[src/core/bus_irq_pkg.sv]
// Purpose: Shared constants and carrier types for the four-source bus interrupter
// Assumes: 8-bit data bus, three address inputs, seven request levels
// Notes: Control byte layout is flag, flag auto-clear, external, enable, auto-clear, level
package bus_irq_pkg;
    localparam int NUM_SRC = 4;
    localparam int DATA_W = 8;
    localparam int LVL_W = 3;
    localparam int NUM_LVL = 7;
    // ****************************************
    // Control register field positions
    // ****************************************
    localparam int CTL_LVL_LSB = 0;
    localparam int CTL_AUTOCLR_BIT = 3;
    localparam int CTL_ENABLE_BIT = 4;
    localparam int CTL_EXT_BIT = 5;
    localparam int CTL_FLAGCLR_BIT = 6;
    localparam int CTL_FLAG_BIT = 7;
    // ****************************************
    // Register addresses and reset values
    // ****************************************
    localparam logic [2:0] ADDR_CTL0 = 3'h0;
    localparam logic [2:0] ADDR_CTL1 = 3'h1;
    localparam logic [2:0] ADDR_CTL2 = 3'h2;
    localparam logic [2:0] ADDR_CTL3 = 3'h3;
    localparam logic [2:0] ADDR_VEC0 = 3'h4;
    localparam logic [7:0] CTL_RST = 8'h00;
    localparam logic [7:0] VEC_RST = 8'h0f;

    typedef struct packed {
        logic [2:0] addr;
        logic read;
        logic sel_n;
        logic ack_cycle_n;
        logic chain_in_n;
        logic [7:0] wdata;
    } bus_req_t;

    typedef struct packed {
        logic [7:0] rdata;
        logic data_oe_n;
        logic xfer_ack_n;
        logic chain_out_n;
    } bus_rsp_t;
endpackage

[src/core/bus_interrupter.sv]
// Purpose: Four-source bus interrupter with vector response and acknowledge daisy chain
// Assumes: All bus and source pins are asynchronous and pass two flops
// Notes: Open-collector request outputs are modelled as output plus active-low enable
// Behaviour
// Four active-low local request inputs accepted
// Drive matching level request low, else float
// Drive data bus only when supplying data
// Address selects one of eight registers
// Chip select qualifies register access
// Outside logic builds chip select from strobes
// Read high, write low on direction line
// Acknowledge after data driven or captured
// Acknowledge-cycle input qualified by strobes outside
// Compare acknowledged level with requested levels
// Chain in: answer on match, else pass
// Wait chain in; withhold chain out answering
// Index strobe and source number during acknowledge
// Four vector bytes, driven when source acknowledged
// Four read/write 8-bit control registers
// Low three bits pick level, zero disables
// Enable bit four gates the request
// Auto-clear bit three drops enable on acknowledge
// Bit five set: no vector, no acknowledge
// Lowest-numbered matching source wins
`timescale 1ns/10ps
module bus_interrupter (
    input wire logic core_clk_i,
    input wire logic rst_n_i,
    input wire logic [bus_irq_pkg::NUM_SRC-1:0] local_source_request_n_i,
    input wire bus_irq_pkg::bus_req_t bus_i,
    output bus_irq_pkg::bus_rsp_t bus_o,
    output logic [bus_irq_pkg::NUM_LVL:1] irq_n_o,
    output logic [bus_irq_pkg::NUM_LVL:1] irq_oe_n_o,
    output logic ack_index_valid_n_o,
    output logic ack_source_index_bit0_o,
    output logic ack_source_index_bit1_o
);
    import bus_irq_pkg::*;

    typedef enum {ST_IDLE, ST_DRIVE, ST_ACK, ST_PASS, ST_EXT} state_t;

    localparam int SYNC_W = NUM_SRC + $bits(bus_req_t);
    localparam logic [SYNC_W-1:0] SYNC_RST = {{NUM_SRC{1'b1}}, 3'h0, 1'b1, 1'b1, 1'b1, 1'b1, 8'h00};

    // ****************************************
    // Input synchronisation
    // ****************************************
    logic [NUM_SRC-1:0] src_n;
    bus_req_t req;
    sync2 #(.W(SYNC_W), .RST_VAL(SYNC_RST)) u_sync (
        .core_clk_i(core_clk_i),
        .rst_n_i(rst_n_i),
        .d_i({local_source_request_n_i, bus_i}),
        .q_o({src_n, req})
    );

    function automatic logic [LVL_W-1:0] lvl_of(input logic [7:0] c);
        lvl_of = c[CTL_LVL_LSB +: LVL_W];
    endfunction

    // ****************************************
    // Registers and cycle state
    // ****************************************
    logic [7:0] ctl_ff [NUM_SRC];
    logic [7:0] nxt_ctl [NUM_SRC];
    logic [7:0] vec_ff [NUM_SRC];
    logic [7:0] nxt_vec [NUM_SRC];
    state_t state_ff, nxt_state;
    logic [7:0] rdata_ff, nxt_rdata;
    logic [1:0] idx_ff, nxt_idx;
    logic [NUM_SRC-1:0] active;
    logic [NUM_LVL:1] irq_lvl;
    logic hit;
    logic [1:0] hit_idx;

    // Active sources and the request lines they drive
    always_comb begin
        irq_lvl = '0;
        for (int i = 0; i < NUM_SRC; i++) begin
            active[i] = !src_n[i] && ctl_ff[i][CTL_ENABLE_BIT] && lvl_of(ctl_ff[i]) != 3'h0;
            if (active[i]) begin
                irq_lvl[lvl_of(ctl_ff[i])] = 1'b1;
            end
        end
    end

    // Highest priority goes to the lowest index so one answer per cycle
    always_comb begin
        hit = 1'b0;
        hit_idx = 2'h0;
        for (int i = NUM_SRC - 1; i >= 0; i--) begin
            if (active[i] && lvl_of(ctl_ff[i]) == req.addr) begin
                hit = 1'b1;
                hit_idx = i[1:0];
            end
        end
    end

    always_comb begin
        nxt_state = state_ff;
        nxt_rdata = rdata_ff;
        nxt_idx = idx_ff;
        for (int i = 0; i < NUM_SRC; i++) begin
            nxt_ctl[i] = ctl_ff[i];
            nxt_vec[i] = vec_ff[i];
        end
        unique case (state_ff)
            ST_IDLE: begin
                if (!req.sel_n && !req.ack_cycle_n) begin
                    nxt_state = ST_IDLE;
                end else if (!req.sel_n) begin
                    if (req.read) begin
                        nxt_rdata = req.addr[2] ? vec_ff[req.addr[1:0]] : ctl_ff[req.addr[1:0]];
                        nxt_state = ST_DRIVE;
                    end else begin
                        if (req.addr[2]) begin
                            nxt_vec[req.addr[1:0]] = req.wdata;
                        end else begin
                            nxt_ctl[req.addr[1:0]] = req.wdata;
                        end
                        nxt_state = ST_ACK;
                    end
                end else if (!req.ack_cycle_n && !req.chain_in_n) begin
                    if (hit) begin
                        nxt_idx = hit_idx;
                        nxt_rdata = vec_ff[hit_idx];
                        if (ctl_ff[hit_idx][CTL_AUTOCLR_BIT]) begin
                            nxt_ctl[hit_idx][CTL_ENABLE_BIT] = 1'b0;
                        end
                        if (ctl_ff[hit_idx][CTL_FLAGCLR_BIT]) begin
                            nxt_ctl[hit_idx][CTL_FLAG_BIT] = 1'b0;
                        end
                        nxt_state = ctl_ff[hit_idx][CTL_EXT_BIT] ? ST_EXT : ST_DRIVE;
                    end else begin
                        nxt_state = ST_PASS;
                    end
                end
            end
            ST_DRIVE: begin
                nxt_state = ST_ACK;
            end
            ST_ACK, ST_PASS, ST_EXT: begin
                if (req.sel_n && req.ack_cycle_n) begin
                    nxt_state = ST_IDLE;
                end
            end
        endcase
    end

    always_ff @(posedge core_clk_i or negedge rst_n_i) begin
        if (!rst_n_i) begin
            state_ff <= ST_IDLE;
            rdata_ff <= 8'h00;
            idx_ff <= 2'h0;
            for (int i = 0; i < NUM_SRC; i++) begin
                ctl_ff[i] <= CTL_RST;
                vec_ff[i] <= VEC_RST;
            end
        end else begin
            state_ff <= nxt_state;
            rdata_ff <= nxt_rdata;
            idx_ff <= nxt_idx;
            for (int i = 0; i < NUM_SRC; i++) begin
                ctl_ff[i] <= nxt_ctl[i];
                vec_ff[i] <= nxt_vec[i];
            end
        end
    end

    // ****************************************
    // Outputs
    // ****************************************
    logic iack_phase;
    logic driving;
    logic ack_oe_n;
    assign iack_phase = !req.ack_cycle_n && (state_ff == ST_DRIVE || state_ff == ST_ACK);
    assign driving = (state_ff == ST_DRIVE || state_ff == ST_ACK) && req.read;
    // Acknowledge is open drain: sunk only in the acknowledge state, so the
    // wired value seen outside is the enable itself
    assign ack_oe_n = !(state_ff == ST_ACK);
    // One assignment for the whole carrier keeps a single driver on the port
    assign bus_o = '{rdata: rdata_ff, data_oe_n: !driving, xfer_ack_n: ack_oe_n,
        chain_out_n: !(state_ff == ST_PASS)};
    assign irq_n_o = '0;
    assign irq_oe_n_o = ~irq_lvl;
    assign ack_index_valid_n_o = !(iack_phase || state_ff == ST_EXT);
    assign ack_source_index_bit0_o = idx_ff[0];
    assign ack_source_index_bit1_o = idx_ff[1];
endmodule

[src/core/sync2.sv]
// Purpose: Two-flop synchroniser for a bundle of asynchronous inputs
// Assumes: Each bit is an independent level
// Notes: Reset value is a parameter so active-low pins idle high
`timescale 1ns/10ps
module sync2 #(
    parameter int W = 1,
    parameter logic [W-1:0] RST_VAL = '0
) (
    input wire logic core_clk_i,
    input wire logic rst_n_i,
    input wire logic [W-1:0] d_i,
    output logic [W-1:0] q_o
);
    logic [W-1:0] meta_ff;
    logic [W-1:0] q_ff;
    always_ff @(posedge core_clk_i or negedge rst_n_i) begin
        if (!rst_n_i) begin
            meta_ff <= RST_VAL;
            q_ff <= RST_VAL;
        end else begin
            meta_ff <= d_i;
            q_ff <= meta_ff;
        end
    end
    assign q_o = q_ff;
endmodule

[config.mk]
export PLATFORM = sky130hd
export DESIGN_NAME = bus_interrupter
export DESIGN_NICKNAME = d
export VERILOG_FILES = /design/src/core/bus_irq_pkg.sv /design/src/core/bus_interrupter.sv /design/src/core/sync2.sv
export SDC_FILE = /design/constraint.sdc
export NUM_CORES = 1
export LEC_CHECK = 0
export BUFFER_PORTS_ARGS = -buffer_cell sky130_fd_sc_hd__buf_4
export CORE_ASPECT_RATIO = 1.5
export CORE_MARGIN = 5
export CORE_UTILIZATION = 30
export CTS_CLUSTER_DIAMETER = 40
export DETAILED_ROUTE_END_ITERATION = 10
export GPL_ROUTABILITY_DRIVEN = 0
export PLACE_DENSITY = 0.48
export SYNTH_ARGS = -nofsm -noshare
export SYNTH_HDL_FRONTEND = slang
export SYNTH_SLANG_ARGS = --single-unit
[constraint.sdc]
create_clock -name core_clk_i -period 3.3 [get_ports core_clk_i]
set_input_delay 0.495 -clock core_clk_i [delete_from_list [all_inputs] [get_ports core_clk_i]]
set_output_delay 0.495 -clock core_clk_i [all_outputs]
set_load 0.01 [all_outputs]
# == Word-level counts from Yosys, hierarchy flattened ==
# Index checks and enable logic that the tools add are counted.
# word_totals
word_cells,169
out_inout_bits,28
in_bits,21
register_bits,144
# classes
order_cmp,12
bitwise_logic,13
muxes,65
reduce_logical,48
eq_ne,18
# op_table
op,count
$mux 32,16
$mux 8,13
$eq 32x2->1 const B,3
$eq 32x3->1 const B,3
$pmux 32 s3,1
$and 32x32->32,2
$bmux 8 s2,4
$bwmux 32,2
$not 32->32,2
$demux 8 s2,3
$mux 7,6
$eq 32x1->1 const B,1
$eq 32x4->1 const B,1
$logic_not 32->1,1
$logic_and 1x1->1,23
$or 7x7->7,3
$lt 3x4->1 const B,4
$reduce_and 5->1,3
$demux 1 s3,4
$eq 3x3->1,4
$ge 3x1->1 const B,4
$reduce_bool 3->1,4
$logic_not 1->1,11
$mux 2,5
other kinds (15),33

# == Logic depth before layout (Yosys ltp) ==
# depth
word_depth,26
depth_mapped,10
ltp_nobuf,7

# == Cells and area by module ==
# From an unflattened synthesis, not the netlist that was laid out.
# hier_totals
cells_unflattened,476
hier_area_um2,5745.5
# by_module_without_submodules
module,cells_each,area_per_inst_um2,seq_area_each_um2,n_inst
bus_interrupter,438,4774.6,1946.9,1
sync2,38,970.9,970.9,1

# == Worst setup path after synthesis ==
# Ideal clock, no wire load.
# synth_path
kind,reg-to-reg
from,"register u_sync.q_ff[13], in the netlist u_sync.q_o[13]"
to,register rdata_ff[2]
stages_incl_launch_ff,10
t_arrival_ns,2.208
path_slack_ns,0.955
period_less_slack_ns,2.345
required_time_ns,3.163
path_cell_list,dfrtp_1 buf_2 or3b_4 a2111oi_4 nor2_2 a31o_1 buf_6 a221o_1 a21oi_1 o31ai_1
# synth_via
elab_chain_cells,13
elab_cells_between_ends,34
classes_between,eq/ne (5); mux (22); bitwise (2); reduce/logical (5)
# synth_lines
element,line,text
from (decl),sync2.sv:15,logic [W-1:0] q_ff;
from (signal assigned),sync2.sv:22,q_ff <= meta_ff;
$eq 3x3->1,bus_interrupter.sv:92,if (active[i] && lvl_of(ctl_ff[i]) == req.addr) begin
$logic_and 1x1->1,bus_interrupter.sv:92,
$mux 2 (4 in a row),bus_interrupter.sv:92,
$not 2->3 (not written as such),bus_interrupter.sv:126,nxt_rdata = vec_ff[hit_idx];
$bmux 8 s2,bus_interrupter.sv:126,
$mux 8 (not written as such) (2 in a row),bus_interrupter.sv:126,
$mux 8,bus_interrupter.sv:124,if (hit) begin
$mux 8,bus_interrupter.sv:123,end else if (!req.ack_cycle_n && !req.chain_in_n) begin
$mux 8,bus_interrupter.sv:111,end else if (!req.sel_n) begin
to (signal assigned),bus_interrupter.sv:161,rdata_ff <= nxt_rdata;
to (decl),bus_interrupter.sv:69,"logic [7:0] rdata_ff, nxt_rdata;"
# Parallel ways exist; a longest one is shown, timed or not. The select of a mux whose other input is x is not followed.
# A chain may end at the register's enable or synchronous reset.

# == Final worst setup path ==
# layout_path
from,"register u_sync.q_ff[13], in the netlist u_sync.q_o[13]"
to,register rdata_ff[6]
# The elaborated chain is that of the path after synthesis.

==> summary.txt <==
Pwr
  – Pwr Density: 706 nW/um2
  – Maximum VDD drop: 0.303 mV
  – Leak Pwr: 2.84 nW

CTS
  – Later-pin clock latency in the skew report: 0.41 ns
  – CTS root buf: clkbuf_16
  – Deepest level of the CTS H-tree: 4
  – Hold_buf cts: 0
  – Sink Count: 115
  – Total CTS buffers: 17
  – Post-cts gate resize count: 0
  – Setup bufs post-CTS: 0
  – CTS tree: yes
  – Clk pin slew, worst setup/hold paths: 0.06 ns
  – Maximum clock insertion buffer count: 2

Drt
  – Drt drc: 0
  – Post-DRT Antenna Nets: 0
  – Drt pass-1 iters: 7
  – Vias/cell: 5.22
  – Via count: 4128
  – Post-DR wirelength/cell: 19.8 um
  – WL final: 15.6 mm
  – Initial DRC count: 242

Global routing
  – GRT Total Usage: 15.1%
  – Number of global-route vias before repair: 4363
  – Remaining global-route overflow: 0
  – Initial antenna violation count: 0
  – First-pass GRT wire length: 24.9 mm
  – Largest net degree at the start of global routing: 50

Final layout
  – Net count, final: 547
  – Layout cells sized above 1: 37.8%
  – Layout area overhead: 20.8%
  – Fin area: 6840 um2
  – Antenna diodes: 0

Timing
  – Setup TNS: 0 ns
  – Crit share post-route: 83.3%
  – Max Slew Vio Count: 0
  – Min Tclk post-route: 2.75 ns
  – Hold Worst Slack: 0.109 ns
  – Max transition margin: 46.8%
  – Unrepaired setup endpoints after global routing: false
  – Worst slew pin tran: 0.795 ns
  – Final Skew: 0.00935 ns
  – F_max: 0.364 GHz
  – Setup Viol. Count Final: 0
  – Final Hold Fails: 0

Synthesis
  – Post-synth top flop: dfrtp_1
  – Synth top area share: 36.7%
  – Sequential fraction of the synthesis area: 51.5%
  – Cell variety after synth: 59
  – Ys Warns: 0
  – Top cells by area, synth: dfrtp_1 37%, dfstp_2 15%, mux2_2 10%
  – EDFF count, synth: 0
  – Syn Area/Cell: 11.8 um2
  – Ys async rst share: 100%
  – Most instantiated cells after synthesis: 83 x dfrtp_1, 52 x mux2_2, 39 x nand2_1
  – Area leader, netlist: dfrtp_1
  – Most frequent cell after synthesis: dfrtp_1
  – Seq cells post-synth: 115
  – Syn Inst Count: 479
  – Synthesized area: 5660 um2

Placed design
  – PortBufs: 41
  – Area after DPL: 6260 um2
  – DP HPWL: 11.2 mm

Floorplanning
  – Total die area: 21800 um2
  – Row count: 61
  – Die Ht: 178 um
  – I/O pins: 49
  – Initial Util: 30.5%
  – Core area: 18500 um2
  – Die Width: 122 um

Min path
  – Hold WC Path Type: in2async

Critical path
  – Worst Setup Start Kind: flop
  – Critical-path maximum fanout: 12
  – Crit Path Class: reg2reg
  – Setup crit end kind: flop
  – Critical Path RT: 3.59 ns
  – Worst EP arrival: 3.04 ns

Run
  – Max-Cap Viols: 0

Outcome
  – Status: finished, final reports clean
==> layout by cell type, fill, tap and decap left out, types with 3 or more instances in the layout <==
cell type	instances
dfrtp_1	83
buf_4	58
mux2_2	52
nand2_1	39
dfstp_2	32
nor2_1	25
o31ai_1	17
clkbuf_16	17
a21oi_1	16
nor3_1	15
mux4_2	15
inv_1	13
nor2b_1	13
o21ai_0	11
a22o_1	10
a221o_1	9
a211oi_1	9
inv_6	8
nand2b_1	7
o22ai_1	7
conb_1	7
nor3b_1	6
xnor2_1	4
xor2_1	4
a31oi_1	4
a311oi_1	3
nand3_1	3
nor2_2	3
clkinv_4	3
==> per-stage QoR <==
stage | std cells | utilization (%) | worst slack, ns | power (W)
after CTS | 791 | 36.9 | 0.559 | 0.00488
after floorplan | 485 | - | 0.955 | 0.00266
after global routing | 791 | 36.9 | 0.372 | 0.00507
final | 791 | 36.9 | 0.550 | 0.00483
after detailed placement | 759 | 33.8 | 0.551 | 0.00306
after global placement | 759 | 33.8 | 0.636 | 0.00303
==> final cells by class <==
type / count / area, um2
well taps: 252 / 315
inverters: 13 / 48.8
clock inverters: 14 / 141
fillers: 1822 / 11700
repair buffers: 59 / 455
clock buffers: 18 / 439
flip-flops and latches: 115 / 2920
multi-input cells: 320 / 2520
==> worst max-delay path, cell delays in order (launching register included) <==
cell and delay, ns:
dfrtp_1 0.55, or3b_4 0.48, a2111oi_4 0.34, nor2_2 0.15
a31o_1 0.34, buf_4 0.21, a221o_1 0.33, a21oi_1 0.12
o31ai_1 0.09
==> state kept, by name (all words and copies together) (netlist names) <==
| signal | flops |
|---|---|
| vec_ff | 32 |
| u_sync.meta_ff | 19 |
| u_sync.q_o | 19 |
| state_ff | 3 |
| idx_ff | 2 |
| rdata_ff | 8 |
| ctl_ff | 32 |
==> final timing paths <==
check | startpoint | end | slack, ns | cells past startpoint
worst max register to register | u_sync.q_o[13] | rdata_ff[6] | 0.55 | 8
worst min-delay path | rst_n_i | rdata_ff[0] | 0.11 | 1
max in group asynchronous | rst_n_i | u_sync.q_o[17] | 2.40 | 2
worst min register to register | u_sync.meta_ff[5] | u_sync.q_o[5] | 0.35 | 0
worst max-delay path | u_sync.q_o[13] | rdata_ff[6] | 0.55 | 8
min in group core_clk_i | local_source_request_n_i[1] | u_sync.meta_ff[16] | 0.18 | 1
==> kinds of logic (layout without fill, tap and decap cells) <==
logic type / after synthesis / in the layout / synth area share [%]
buf+inv: 50 / 104 / 4.29
other cells: 1 / 7 / 0.0662
xor+xnor: 8 / 8 / 1.24
simple gates: 126 / 126 / 11.2
flops: 115 / 115 / 51.5
mux: 68 / 68 / 16.8
compound gates: 111 / 111 / 14.9
==> power breakdown <==
part           internal [W]  leakage [nW]  switching [W]
clock network       0.00108         0.280       0.000730
registers           0.00175          1.41       0.000317
logic              0.000516          1.15       0.000446
total               0.00334          2.84        0.00149
==> layer usage <==
layer | wire, um | share of wire [%] | global-route usage, % | up-vias
li1 | - | - | - | 1861
met1 | 5970 | 38 | 17.5 | 2127
met2 | 8690 | 56 | 27.3 | 114
met3 | 625 | 4.0 | 2.73 | 26
met4 | 359 | 2.3 | 6.03 | 0
met5 | 0 | 0 | 0 | -
Note: power is estimated with default switching activity, not from simulation.
